==> src/gpio_wake_pkg.sv <==
/*
 Constants for the four-port GPIO block with port A wake-up: register map,
 implemented-bit masks, reset values and power states.
 Assumes a byte-wide register port with a 5-bit address.
*/
`default_nettype none
package gpio_wake_pkg;
	// ------------------------------------------------------------------
	// Sizes
	// ------------------------------------------------------------------
	localparam int NUM_PORTS = 4;
	localparam int PORT_W    = 8;
	localparam int ADDR_W    = 5;

	// ------------------------------------------------------------------
	// Register map: addr[4]=0 is port space, addr[3:2] port, addr[1:0] sel
	// ------------------------------------------------------------------
	localparam logic [1:0] SEL_DATA   = 2'h0;
	localparam logic [1:0] SEL_DIR    = 2'h1;
	localparam logic [1:0] SEL_PULLUP = 2'h2;
	localparam logic [1:0] SEL_WAKE   = 2'h3;
	localparam int         PORT_SPACE_BIT = 4;
	localparam logic [ADDR_W-1:0] OFS_WAKE_STATUS = 5'h10;
	localparam logic [ADDR_W-1:0] OFS_WAKE_MASK   = 5'h11;
	localparam logic [ADDR_W-1:0] OFS_SLEEP_CTRL  = 5'h12;
	localparam int         SLEEP_BIT = 0;

	// ------------------------------------------------------------------
	// Implemented bits per port (A, B, C, D)
	// ------------------------------------------------------------------
	localparam logic [PORT_W-1:0] IMPL_MASK [NUM_PORTS] = '{8'hff, 8'hff, 8'hff, 8'h03};
	localparam logic [PORT_W-1:0] PU_MASK   [NUM_PORTS] = '{8'h7f, 8'hff, 8'hff, 8'h03};

	// ------------------------------------------------------------------
	// Reset values
	// ------------------------------------------------------------------
	localparam logic [PORT_W-1:0] DATA_RST   = 8'hff;
	localparam logic [PORT_W-1:0] DIR_RST    = 8'hff;
	localparam logic [PORT_W-1:0] PULLUP_RST = 8'h00;
	localparam logic [PORT_W-1:0] WAKE_RST   = 8'h00;
	localparam logic [PORT_W-1:0] STATUS_RST = 8'h00;
	localparam logic [PORT_W-1:0] MASK_RST   = 8'h00;
	localparam logic [PORT_W-1:0] SYNC_RST   = 8'hff;

	// ------------------------------------------------------------------
	// Power state
	// ------------------------------------------------------------------
	typedef enum logic {PWR_RUN, PWR_SLEEP} power_state_t;
endpackage
`default_nettype wire

==> src/gpio_ports_with_wake.sv <==
/*
 Four bidirectional GPIO ports with direction, pull-up enable, output
 latches and port A falling-edge wake-up from sleep, plus a sticky wake
 status with mask and one interrupt line.
 Assumes i_ref_clk is the always-on clock; o_clk_stop gates the core clock
 elsewhere, and pad logic resolves pin level from o_oe_* and o_pin_*.
*/
// Notes on behaviour
// - Port input reads are not latched, the live synchronised pin level is taken with the read.
// - Written output data stays in its latch and drives unchanged until written again.
// - An input bit gets its weak pull-up when its pull-up enable is 1, none when 0.
// - Port A bit 7 has no pull-up and its enable bit does not exist.
// - A sleep command stops the core clock and holds it stopped until a wake-up.
// - While asleep, a falling edge on any wake-enabled port A pin wakes the core.
// - Each port A pin has its own wake enable, 1 enables, and all reset to zero.
// - A direction bit of 0 makes the pin an output, 1 makes it an input.
// - Unimplemented bits of direction, pull-up and wake enable registers read as zero.
// - Reset sets output latches high so a pin later made an output drives high.
// - Reading an output bit returns the output latch, not the pin level.
`timescale 1ns/1ps
`default_nettype none
module gpio_ports_with_wake (
	input  wire logic        i_ref_clk,
	input  wire logic        i_sys_rst,
	input  wire logic [4:0]  i_addr,
	input  wire logic [7:0]  i_wdata,
	input  wire logic        i_wr,
	input  wire logic        i_rd,
	output logic      [7:0]  o_rdata,
	input  wire logic [7:0]  i_pin_a,
	input  wire logic [7:0]  i_pin_b,
	input  wire logic [7:0]  i_pin_c,
	input  wire logic [7:0]  i_pin_d,
	output logic      [7:0]  o_pin_a,
	output logic      [7:0]  o_pin_b,
	output logic      [7:0]  o_pin_c,
	output logic      [7:0]  o_pin_d,
	output logic      [7:0]  o_oe_a,
	output logic      [7:0]  o_oe_b,
	output logic      [7:0]  o_oe_c,
	output logic      [7:0]  o_oe_d,
	output logic      [7:0]  o_pullup_a,
	output logic      [7:0]  o_pullup_b,
	output logic      [7:0]  o_pullup_c,
	output logic      [7:0]  o_pullup_d,
	output logic             o_irq,
	output logic             o_clk_stop,
	output logic             o_wake
);
	// ------------------------------------------------------------------
	// Declarations
	// ------------------------------------------------------------------
	logic [7:0]  data_q   [gpio_wake_pkg::NUM_PORTS];
	logic [7:0]  dir_q    [gpio_wake_pkg::NUM_PORTS];
	logic [7:0]  pu_q     [gpio_wake_pkg::NUM_PORTS];
	logic [7:0]  pull_q   [gpio_wake_pkg::NUM_PORTS];
	logic [7:0]  oe_q     [gpio_wake_pkg::NUM_PORTS];
	logic [7:0]  sync1_q  [gpio_wake_pkg::NUM_PORTS];
	logic [7:0]  sync2_q  [gpio_wake_pkg::NUM_PORTS];
	logic [7:0]  rd_val   [gpio_wake_pkg::NUM_PORTS];
	wire  [7:0]  pin_in   [gpio_wake_pkg::NUM_PORTS];
	logic [7:0]  prev_a_q;
	logic [7:0]  wake_en_q;
	logic [7:0]  status_q;
	logic [7:0]  status_d;
	logic [7:0]  mask_q;
	logic [7:0]  rdata_q;
	logic        irq_q;
	logic        clk_stop_q;
	logic        wake_q;
	gpio_wake_pkg::power_state_t state_q;
	gpio_wake_pkg::power_state_t state_d;

	wire         port_space = ~i_addr[gpio_wake_pkg::PORT_SPACE_BIT];
	wire  [1:0]  port_idx   = i_addr[3:2];
	wire  [1:0]  reg_sel    = i_addr[1:0];
	wire  [7:0]  fall_a;
	wire  [7:0]  clr_bits;
	wire         wr_sleep;
	wire         any_wake;
	wire  [7:0]  rdata_d;
	wire  [7:0]  misc_rd;

	// Input for a pin: live level if input, latch if output
	function automatic logic [7:0] port_read(input logic [7:0] dat,
		input logic [7:0] dir, input logic [7:0] pin);
		port_read = (dir & pin) | (~dir & dat);
	endfunction

	assign pin_in[0] = i_pin_a;
	assign pin_in[1] = i_pin_b;
	assign pin_in[2] = i_pin_c;
	assign pin_in[3] = i_pin_d;

	// ------------------------------------------------------------------
	// Per-port logic
	// ------------------------------------------------------------------
	genvar p;
	generate
		for (p = 0; p < gpio_wake_pkg::NUM_PORTS; p++) begin : g_port
			wire hit = i_wr & port_space & (port_idx == 2'(p));
			wire [7:0] impl = gpio_wake_pkg::IMPL_MASK[p];
			wire [7:0] pmsk = gpio_wake_pkg::PU_MASK[p];

			// Two-flop synchroniser; only sync2 is read by logic
			always_ff @(posedge i_ref_clk) begin
				if (i_sys_rst) begin
					sync1_q[p] <= gpio_wake_pkg::SYNC_RST;
					sync2_q[p] <= gpio_wake_pkg::SYNC_RST;
				end else begin
					sync1_q[p] <= pin_in[p];
					sync2_q[p] <= sync1_q[p];
				end
			end

			// Output latch, direction and pull-up enable registers
			always_ff @(posedge i_ref_clk) begin
				if (i_sys_rst) begin
					data_q[p] <= gpio_wake_pkg::DATA_RST & impl;
					dir_q[p]  <= gpio_wake_pkg::DIR_RST & impl;
					pu_q[p]   <= gpio_wake_pkg::PULLUP_RST;
				end else if (hit) begin
					if (reg_sel == gpio_wake_pkg::SEL_DATA)
						data_q[p] <= i_wdata & impl;
					if (reg_sel == gpio_wake_pkg::SEL_DIR)
						dir_q[p] <= i_wdata & impl;
					if (reg_sel == gpio_wake_pkg::SEL_PULLUP)
						pu_q[p] <= i_wdata & pmsk;
				end
			end

			// Pad controls are flopped so outputs come from registers;
			// the one-cycle lag is harmless for weak pull-ups
			always_ff @(posedge i_ref_clk) begin
				if (i_sys_rst) begin
					pull_q[p] <= gpio_wake_pkg::PULLUP_RST;
					oe_q[p]   <= ~gpio_wake_pkg::DIR_RST;
				end else begin
					pull_q[p] <= pu_q[p] & dir_q[p] & pmsk;
					oe_q[p]   <= ~dir_q[p] & impl;
				end
			end

			// Read value of the selected register of this port
			assign rd_val[p] =
				(reg_sel == gpio_wake_pkg::SEL_DATA)   ?
					port_read(data_q[p], dir_q[p], sync2_q[p]) & impl :
				(reg_sel == gpio_wake_pkg::SEL_DIR)    ? dir_q[p] :
				(reg_sel == gpio_wake_pkg::SEL_PULLUP) ? pu_q[p] :
				(p == 0) ? wake_en_q : 8'h00;
		end
	endgenerate

	// ------------------------------------------------------------------
	// Port A wake detection and sticky status
	// ------------------------------------------------------------------
	// Edge seen on the always-on clock, so the stopped core clock is no hazard
	assign fall_a   = prev_a_q & ~sync2_q[0] & wake_en_q;
	assign any_wake = |fall_a;
	assign clr_bits = (i_wr && i_addr == gpio_wake_pkg::OFS_WAKE_STATUS) ? i_wdata : 8'h00;
	// Set wins over a write-one-to-clear in the same cycle
	assign status_d = (status_q & ~clr_bits) | fall_a;
	assign wr_sleep = i_wr && (i_addr == gpio_wake_pkg::OFS_SLEEP_CTRL)
		&& i_wdata[gpio_wake_pkg::SLEEP_BIT];

	// Previous synchronised level, wake enable, status and mask
	always_ff @(posedge i_ref_clk) begin
		if (i_sys_rst) begin
			prev_a_q  <= gpio_wake_pkg::SYNC_RST;
			wake_en_q <= gpio_wake_pkg::WAKE_RST;
			status_q  <= gpio_wake_pkg::STATUS_RST;
			mask_q    <= gpio_wake_pkg::MASK_RST;
		end else begin
			prev_a_q <= sync2_q[0];
			status_q <= status_d;
			if (i_wr && port_space && port_idx == 2'h0 && reg_sel == gpio_wake_pkg::SEL_WAKE)
				wake_en_q <= i_wdata;
			if (i_wr && i_addr == gpio_wake_pkg::OFS_WAKE_MASK)
				mask_q <= i_wdata;
		end
	end

	// ------------------------------------------------------------------
	// Sleep state
	// ------------------------------------------------------------------
	// Sleep entered by command; a wake edge in the same cycle keeps running
	always_comb begin
		state_d = state_q;
		case (state_q)
			gpio_wake_pkg::PWR_RUN: begin
				if (wr_sleep && !any_wake)
					state_d = gpio_wake_pkg::PWR_SLEEP;
			end
			gpio_wake_pkg::PWR_SLEEP: begin
				if (any_wake)
					state_d = gpio_wake_pkg::PWR_RUN;
			end
			default: state_d = gpio_wake_pkg::PWR_RUN;
		endcase
	end

	// State, clock stop, wake pulse and interrupt flops
	always_ff @(posedge i_ref_clk) begin
		if (i_sys_rst) begin
			state_q    <= gpio_wake_pkg::PWR_RUN;
			clk_stop_q <= 1'b0;
			wake_q     <= 1'b0;
			irq_q      <= 1'b0;
		end else begin
			state_q    <= state_d;
			clk_stop_q <= (state_d == gpio_wake_pkg::PWR_SLEEP);
			wake_q     <= (state_q == gpio_wake_pkg::PWR_SLEEP) && any_wake;
			irq_q      <= |(status_d & mask_q);
		end
	end

	// ------------------------------------------------------------------
	// Register read path
	// ------------------------------------------------------------------
	// Unmapped addresses read zero
	assign misc_rd =
		(i_addr == gpio_wake_pkg::OFS_WAKE_STATUS) ? status_q :
		(i_addr == gpio_wake_pkg::OFS_WAKE_MASK)   ? mask_q :
		(i_addr == gpio_wake_pkg::OFS_SLEEP_CTRL)  ?
			{7'h00, state_q == gpio_wake_pkg::PWR_SLEEP} : 8'h00;
	assign rdata_d = port_space ? rd_val[port_idx] : misc_rd;

	// Read data stands only in the cycle after the strobe
	always_ff @(posedge i_ref_clk) begin
		if (i_sys_rst)
			rdata_q <= 8'h00;
		else
			rdata_q <= i_rd ? rdata_d : 8'h00;
	end

	// ------------------------------------------------------------------
	// Outputs
	// ------------------------------------------------------------------
	assign o_rdata    = rdata_q;
	assign o_pin_a    = data_q[0];
	assign o_pin_b    = data_q[1];
	assign o_pin_c    = data_q[2];
	assign o_pin_d    = data_q[3];
	assign o_oe_a     = oe_q[0];
	assign o_oe_b     = oe_q[1];
	assign o_oe_c     = oe_q[2];
	assign o_oe_d     = oe_q[3];
	assign o_pullup_a = pull_q[0];
	assign o_pullup_b = pull_q[1];
	assign o_pullup_c = pull_q[2];
	assign o_pullup_d = pull_q[3];
	assign o_irq      = irq_q;
	assign o_clk_stop = clk_stop_q;
	assign o_wake     = wake_q;

	wire rd_a_data = i_rd && i_addr == 5'h00;
endmodule // gpio_ports_with_wake
`default_nettype wire

==> config.mk <==
export PLATFORM = sky130hd
export DESIGN_NAME = gpio_ports_with_wake
export DESIGN_NICKNAME = d
export VERILOG_FILES = /design/src/gpio_wake_pkg.sv /design/src/gpio_ports_with_wake.sv
export SDC_FILE = /design/constraint.sdc
export NUM_CORES = 1
export LEC_CHECK = 0
export BUFFER_PORTS_ARGS = -buffer_cell sky130_fd_sc_hd__buf_2
export CORE_AREA = 2 2 106 149
export DETAILED_ROUTE_END_ITERATION = 8
export DIE_AREA = 0 0 108 151
export GPL_TIMING_DRIVEN = 0
export PLACE_DENSITY = 0.9
export SLEW_MARGIN = 15
export SYNTH_ARGS = -nofsm -noshare
export SYNTH_HDL_FRONTEND = slang
export SYNTH_SLANG_ARGS = --single-unit
==> constraint.sdc <==
create_clock -name i_ref_clk -period 2.7 [get_ports i_ref_clk]
set_clock_uncertainty 0.15 [all_clocks]
set_input_delay 0.27 -clock i_ref_clk [delete_from_list [all_inputs] [get_ports i_ref_clk]]
set_output_delay 0.27 -clock i_ref_clk [all_outputs]
set_load 0.02 [all_outputs]
== Yosys cells after proc, flatten, opt, wreduce, memory -nomap -nowiden ==
Memories as Yosys holds them, arrays and structs flattened.
Cells that the tools add are included.

* Bits in latches: 0
* RAM bits: 224
* Bits in registers: 43
* Word-level logic and storage cells: 197
* Bits in read-only memories: 0
* Output and inout port bits: 107
* Input port bits: 49
* Memories kept: 7

* Shift-type cells: 0
* Bitwise gates (word level): 64
* Muxes and demuxes: 93
* Add/sub/neg operators: 0
* Order comparisons: 1
* $mul: 0
* Div/mod/pow operators: 0
* Reduce and logical (&&, ||, !) cells: 15
* Equality and inequality tests: 9

{| class="wikitable"
|+ Memory list
! memory !! words !! width !! rd ports !! clocked after Yosys merged registers in !! wr ports !! line !! text
|-
| data_q || 4 || 8 || 4 || 0 || 4 || gpio_ports_with_wake.sv:53 || <nowiki>logic [7:0] data_q [gpio_wake_pkg::NUM_PORTS];</nowiki>
|-
| dir_q || 4 || 8 || 4 || 0 || 4 || gpio_ports_with_wake.sv:54 || <nowiki>logic [7:0] dir_q [gpio_wake_pkg::NUM_PORTS];</nowiki>
|-
| oe_q || 4 || 8 || 4 || 0 || 4 || gpio_ports_with_wake.sv:57 || <nowiki>logic [7:0] oe_q [gpio_wake_pkg::NUM_PORTS];</nowiki>
|-
| pu_q || 4 || 8 || 4 || 0 || 4 || gpio_ports_with_wake.sv:55 || <nowiki>logic [7:0] pu_q [gpio_wake_pkg::NUM_PORTS];</nowiki>
|-
| pull_q || 4 || 8 || 4 || 0 || 4 || gpio_ports_with_wake.sv:56 || <nowiki>logic [7:0] pull_q [gpio_wake_pkg::NUM_PORTS];</nowiki>
|-
| sync1_q || 4 || 8 || 4 || 0 || 4 || gpio_ports_with_wake.sv:58 || <nowiki>logic [7:0] sync1_q [gpio_wake_pkg::NUM_PORTS];</nowiki>
|-
| +1 memories || n/a || n/a || n/a || n/a || n/a || n/a ||
|}

{| class="wikitable"
|+ Operators by type and width
! cell !! count
|-
| $mux W8 || 46
|-
| $and A8 B8 Y8 || 12
|-
| $mux W1 || 45
|-
| $not A8 Y8 || 5
|-
| $or A8 B8 Y8 || 4
|-
| $or A1 B1 Y1 || 28
|-
| $bmux W8 S2 || 1
|-
| $reduce_or A8 Y1 || 2
|-
| $eq A5 B5 Y1 const B || 3
|-
| $logic_and A1 B1 Y1 || 9
|-
| $eq A2 B2 Y1 const B || 4
|-
| $and A7 B7 Y7 || 1
|-
| $and A2 B2 Y2 || 3
|-
| $and A1 B1 Y1 || 5
|-
| $eq A2 B1 Y1 const B || 2
|-
| $logic_not A2 Y1 || 2
|-
| $ge A3 B3 Y1 const B || 1
|-
| $not A1 Y1 || 3
|-
| $not A2 Y3 || 1
|-
| $not A2 Y2 || 1
|-
| $or A2 B2 Y2 || 1
|-
| $pmux W1 S2 || 1
|-
| $reduce_or A2 Y1 || 1
|-
| $logic_not A1 Y1 || 1
|}

== Depth between registers and ports, before layout ==
Gate-level depths: netlist of the first run.
An unclocked memory read counts as a cell.

* Depth in word-level cells: 9
* Gate-level depth with buffers: 7
* Depth with buffers taken out: 5

== Least setup slack after synthesis of the first run ==
No wires, ideal clock.

* Kind: input-to-reg
* Start point: input port i_sys_rst
* End point: memory data_q[2][0] (netlist: data_q[1][0]) (enable)
* Buffers on the path: 3
* Slack: 0.869 ns
* Stages on the path: 4
* Setup time: 0.326 ns
* Arrival time: 1.355 ns
* Required time: 2.224 ns
* Cell sequence: clkbuf_1 -> clkbuf_1 -> clkbuf_1 -> a21o_1

{| class="wikitable"
|+ RTL lines
! what !! line !! text
|-
| start, declared || gpio_ports_with_wake.sv:24 || <nowiki>input wire logic i_sys_rst,</nowiki>
|-
| end, declared || gpio_ports_with_wake.sv:53 ||
|}

==> results of run 1 <==
-- area by class of cell --
class | instances | area [um^2] | share of cell area, %
Clock buffer | 27 | 558 | 5.22
Multi-Input combinational cell | 523 | 3150 | 29.4
Buffer | 72 | 423 | 3.95
Timing Repair Buffer | 159 | 961 | 8.98
Clock inverter | 9 | 83.8 | 0.783
Inverter | 13 | 48.8 | 0.456
Tap cell | 192 | 240 | 2.25
Sequential cell | 223 | 5240 | 48.9
Antenna cell | 2 | 5.00 | 0.0468
-- where the power goes --
part / switching, uW / leakage [uW] / internal, uW / total (uW)
Sequential: 95.8 / 0.00196 / 3620 / 3720
Clock: 1260 / 0.000310 / 1560 / 2820
Combinational: 463 / 0.00217 / 256 / 718
Total: 1820 / 0.00445 / 5440 / 7260
-- per-layer routing --
| layer | vias up | track usage, % | wire, um |
|---|---|---|---|
| met1 | 3270 | 39.0 | 9560 |
| met4 | 0 | 22.9 | 2100 |
| met5 | - | 0 | 0 |
| met3 | 115 | 5.64 | 2350 |
| li1 | 3155 | - | - |
| met2 | 437 | 60.0 | 13900 |
-- flip-flops by register name, indices dropped and copies added, names as in the netlist --
signal / cells
pu_q: 25
o_wake: 1
sync1_q: 26
oe_q: 26
prev_a_q: 8
dir_q: 26
status_q: 8
pull_q: 25
o_irq: 1
data_q: 26
o_rdata: 8
sync2_q: 26
state_q: 1
mask_q: 8
wake_en_q: 8
-- tightest hold or removal path: stages --
cell and delay (ns):
buf_2 0.15, nor2_4 0.08, nand2_1 0.06
-- repair_timing --
item,4_1_cts,5_1_grt
hold buffers,33,0
resized for setup,0,0
hold endpoints to repair,40,0
-- per-stage QoR --
stage	total power (uW)	hold WS, ns	util, %
after detailed placement	4440	0.245	65.2
final	7260	0.00949	71.7
after floorplan	4160	0.224	-
after CTS	7210	0.00256	71.7
after global placement	4420	0.241	65.2
after global routing	7440	0.00578	71.7
-- worst max-delay path by stage --
stage	slack [ns]	startpoint	end	cells after the start
floorplan	0.87	i_sys_rst	data_q[1][0]	4
global placement	0.12	i_sys_rst	data_q[1][4]	4
detailed placement	0.11	i_sys_rst	data_q[1][4]	4
CTS	0.57	i_addr[4]	data_q[1][6]	7
global route	0.41	i_addr[4]	data_q[1][3]	7
finish	0.53	i_addr[4]	data_q[1][6]	7
-- logic make-up after synthesis --
logic type             Yosys count
buffers and inverters           85
other                            1
AOI/OAI and AO/OA              133
and+or+nand+nor                340
DFF                            223
muxes                           31
-- synth_stat cells, drive strengths merged (3+ instances only) --
cell type and count:
buf 42, o311ai 6, nor3b 11, dfxtp 146, nand3 3, and2 23
o311a 3, nor2 85, or2 108, o211ai 22, o21ai 21, nor2b 4
nor4 4, nor3 8, a22oi 8, o21a 7, nand3b 8, a21oi 30
nand2b 6, mux2i 31, a31oi 3, nand2 69, nand4 3, inv 13
edfxtp 77, o32ai 4, clkbuf 30, a21o 9, o211a 10, and3 3
==> impl_metrics.toml, run 1 <==
[outcome]
run_status = "finished clean"

[critical_path]
r2r-start = "dir_q[0][6]"
cpMaxStageDelayCell = "dlygate4sd3_1"
rr_worst_depth = 4
cp.required_ns = 2.80
criticalPathCategory = "primary input to flip-flop"
slowest_delay_ns = 0.54
crit_family = "simple AND/OR/NAND/NOR gates"
r2r_slack_ns = 0.81
cp_cell_sequence = "dlygate4sd3_1 -> buf_4 -> nor2b_1 -> nand2_1 -> nor2_1 -> nand2_1 -> or2_2"
cp-start-kind = "primary input"
path_buf_inv = 2
crit_path_max_fanout = 10
critPathMostFrequentCell = "nand2_1"
r2r-end = "o_rdata[6]"
crit_path_end_kind = "flip-flop"
cp.arrival_ns = 2.27

[synth]
synth_flop_cell = "dfxtp_1"
synth_top_cell_by_area = "dfxtp_1"
synth-compound-area-share_pct = 10.5
synth_cells = 813
avgSynthCellArea_um2 = 10.8
synth_fa_ha_area_share_pct = 0
synthXorXnorAreaFrac_pct = 0
ys_types = 60
synth-edff-count = 77
synthSimpleGateAreaFrac_pct = 21.0
async_flop_share_pct = 0
yosysWarnings = 0
synth_seq_cells = 223
synth_mux_area_share_pct = 3.53
synth_top_area_share_pct = 33.3
syn_area_um2 = 8780
synth_top_family_by_area = "simple AND/OR/NAND/NOR gates"
synth.area.top_cells = "dfxtp_1, edfxtp_1, or2_2, mux2i_1, nor2_1"
seq_area_frac_synth_pct = 59.6

[route]
avgRoutedWirePerCell_um = 22.9
dr_total_vias = 6977
drc = 0
drt_first_iter_violations = 664
drt_first_pass_iters = 5
detail-route-antenna-nets = 0
routed_wl_um = 28000
viasPerCell = 5.72

[hold_path]
min-delay-start = "i_addr[0]"
whs_endpoint = "data_q[1][8]"
hold_depth = 3
holdCritPathClass = "primary input to flip-flop"

[global_route]
grt_start_max_net_pins = 17
track_usage_pct = 34.6
grt_pass1_wl_um = 40800
grt.overflow.total = 0
grt_pass1_vias = 7009
antenna_found_initial = 2

[power]
p_leak_uw = 0.00445
p_per_area_nw_per_um2 = 678
ir_drop_v = 0.000571

[clocking]
cts_tree = "done"
root_buffer = "clkbuf_16"
clock_latency_ns = 0.51
cts_buffers = 20
cts_htree_levels = 1
cts_sinks = 223
clockBufferDepth = 3
post-cts-setup-buffers = 0
clk_pin_slew_ns = 0.07

[placement]
numPortBuffers = 126
place_ws_ns = 0.112
place_congestion = 0.962
place_hpwl_um = 19300
placed_cell_area_um2 = 9720
place_inst = 1149

[layout]
stdcell_area_um2 = 10700
num-fill-cells = 1119
layout_commonest_cell = "dfxtp_1"
final_cells = 1220
fin_nets = 1061
drive_above_1_share_pct = 30.7
final_cell_mix = "dfxtp_1, buf_2, or2_2"
syn2layout_area_growth_pct = 21.8

[die]
ioPinCount = 156
die-area_um2 = 16300
die_x_um = 108
die_h_um = 151
coreArea_um2 = 14900
num_rows = 53
start_util_pct = 58.9

[sta]
tightest_slew_ns = 0.858
fin_crit_ns = 2.17
relSlewSlack_pct = 42.8
rsz0062_at_grt = "no"
finalSetupViolCount = 0
tns_ns = 0
hold_violations = 0
timing.fmax_mhz = 461
fin_crit_sh_pct = 80.3
slew_viol_final = 0
worst_slack_ns = 0.531

[job]
maxCapViolations = 0
No activity file was read; power rests on OpenSTA's default activity.
==> run 2: changes to the inputs <==
--- a/config.mk
+++ b/config.mk
@@ -6,11 +6,11 @@
 export NUM_CORES = 1
 export LEC_CHECK = 0
 export BUFFER_PORTS_ARGS = -buffer_cell sky130_fd_sc_hd__buf_2
-export CORE_AREA = 2 2 106 149
+export CORE_AREA = 2 2 109 154
 export DETAILED_ROUTE_END_ITERATION = 8
-export DIE_AREA = 0 0 108 151
+export DIE_AREA = 0 0 111 156
 export GPL_TIMING_DRIVEN = 0
-export PLACE_DENSITY = 0.9
+export PLACE_DENSITY = 0.86
 export SLEW_MARGIN = 15
 export SYNTH_ARGS = -nofsm -noshare
 export SYNTH_HDL_FRONTEND = slang
==> constraint.sdc (replaced) <==
create_clock -name i_ref_clk -period 2 [get_ports i_ref_clk]
set_clock_uncertainty 0.15 [all_clocks]
set_input_delay 0.2 -clock i_ref_clk [delete_from_list [all_inputs] [get_ports i_ref_clk]]
set_output_delay 0.2 -clock i_ref_clk [all_outputs]
set_load 0.02 [all_outputs]
==> run 2 against run 1 <==
Effect of this change:
- setup slack worse by 0.47 ns
- global-route usage shrank 5.1 points
- clock-buffer cell count is 3 higher
- cell area up 0.81%
- critical path depth is 1 higher
- sequential cell count unchanged
- clock power rose by 37%
- via count shrank 1.2%
- utilization decreased by 3.9 points
- first-iteration DRC count is 14% lower
- die area up 6.2%
- combinational power increased by 33%
==> impl_metrics.toml, run 2 (synthesized netlist as in run 1, its figures left out) <==
[outcome]
run_status = "finished clean"

[critical_path]
crit_path_end_kind = "flip-flop"
cp.required_ns = 2.20
cp-start-kind = "primary input"
crit_path_max_fanout = 6
cp.arrival_ns = 2.14
r2r-start = "dir_q[0][7]"
rr_worst_depth = 5
criticalPathCategory = "primary input to flip-flop"
r2r-end = "o_rdata[7]"
r2r_slack_ns = 0.09

[hold_path]
hold_depth = 3
whs_endpoint = "state_q"
holdCritPathClass = "primary input to flip-flop"
min-delay-start = "i_wdata[0]"

[placement]
place_inst = 1156
numPortBuffers = 126
place_hpwl_um = 18500
placed_cell_area_um2 = 9730
place_congestion = 1.08

[global_route]
grt_pass1_vias = 6737
grt.overflow.total = 0
track_usage_pct = 29.5
grt_start_max_net_pins = 16
antenna_found_initial = 3
grt_pass1_wl_um = 38400

[sta]
relSlewSlack_pct = 43.9
fin_crit_sh_pct = 96.8
timing.fmax_mhz = 516
fin_crit_ns = 1.94
slew_viol_final = 0
rsz0062_at_grt = "no"
tns_ns = 0
hold_violations = 0
finalSetupViolCount = 0
tightest_slew_ns = 0.841

[clocking]
root_buffer = "clkbuf_16"
clock_latency_ns = 0.50
cts_tree = "done"
cts_buffers = 21
cts_htree_levels = 1
cts_sinks = 223
clk_pin_slew_ns = 0.06
clockBufferDepth = 3

[layout]
final_cell_mix = "dfxtp_1, buf_2, or2_2"
final_core_util_pct = 67.9
fin_nets = 1067
stdcell_area_um2 = 10800
final_cells = 1235
drive_above_1_share_pct = 31.0
syn2layout_area_growth_pct = 22.8
layout_commonest_cell = "dfxtp_1"

[route]
drc = 0
maxUsedRoutingLayer = "met4"
wl_met3_um = 2000
detail-route-antenna-nets = 0
viasPerCell = 5.58
drt_first_pass_iters = 6
drt_first_iter_violations = 574
routed_wl_um = 26400
dr_total_vias = 6893
drt-met1-wl_um = 9250
avgRoutedWirePerCell_um = 21.4
wl_met2_um = 13200

[power]
p_per_area_nw_per_um2 = 913
p_leak_uw = 0.00449
ir_drop_v = 0.000865

[die]
ioPinCount = 156
die-area_um2 = 17300
die_x_um = 111
start_util_pct = 55.3
die_h_um = 156
num_rows = 55
coreArea_um2 = 15900

[job]
maxCapViolations = 0
==> run 2: changes by cell type in the layout (fill, tap and decap cells not counted), sizes merged <==
cell	previous run	this run
dlygate4sd3	33	37
clkbuf	57	60
buf	168	169
clkinvlp	1	0
diode	2	3
==> run 2: final cells by class <==
class                           instances  area (um^2)
Sequential cell                       223         5240
Antenna cell                            3         7.51
Tap cell                              199          249
Multi-Input combinational cell        523         3150
Clock inverter                          8         78.8
Inverter                               13         48.8
Timing Repair Buffer                  164         1010
Buffer                                 72          424
Clock buffer                           30          589
Fill cell                            1208         5110
==> run 2: power breakdown <==
group	switching, uW	total [uW]	internal [uW]
sequential	123	5010	4890
clock	1680	3870	2200
combinational	607	958	351
==> run 2: how the worst max path moves through the flow <==
| stage | from | to | cells after the start |
|---|---|---|---|
| 6_report | i_addr[0] | o_irq | 8 |
| 5_1_grt | i_addr[0] | o_irq | 9 |
| 4_1_cts | i_addr[0] | o_irq | 7 |
| 3_5_place_dp | i_sys_rst | data_q[1][3] | 4 |
| 3_3_place_gp | i_sys_rst | data_q[1][4] | 4 |
| 2_1_floorplan | i_sys_rst | data_q[1][0] | 4 |
==> run 2: what timing repair did <==
item,4_1_cts,5_1_grt
endpoints found under the setup margin,0,9
endpoints found under the hold margin,46,0
setup buffers,0,1
hold buffers,37,0
gates resized for setup,0,2
==> run 2: metal layers <==
| metal | global-route usage, % | vias to the layer above |
|---|---|---|
| li1 | - | 3167 |
| met1 | 32.9 | 3207 |
| met2 | 52.9 | 407 |
| met3 | 3.69 | 112 |
| met4 | 19.5 | 0 |
| met5 | 0 | - |
==> run 2: critical path, cell delays in order <==
cell           delay (ns)
buf_2                0.13
dlygate4sd3_1        0.60
nor2_4               0.21
nor4b_4              0.23
buf_4                0.18
a21oi_1              0.07
nor4_1               0.35
a41oi_1              0.17
==> run 2: metrics by stage <==
stage	setup WS [ns]	hold slack [ns]	total power [uW]
after floorplan	0.239	0.154	5620
after global placement	-0.438	0.231	5960
after detailed placement	-0.395	0.234	5980
after CTS	0.0474	0.00457	9820
after global routing	0.0619	0.0202	10100
final	0.0632	0.0235	9840
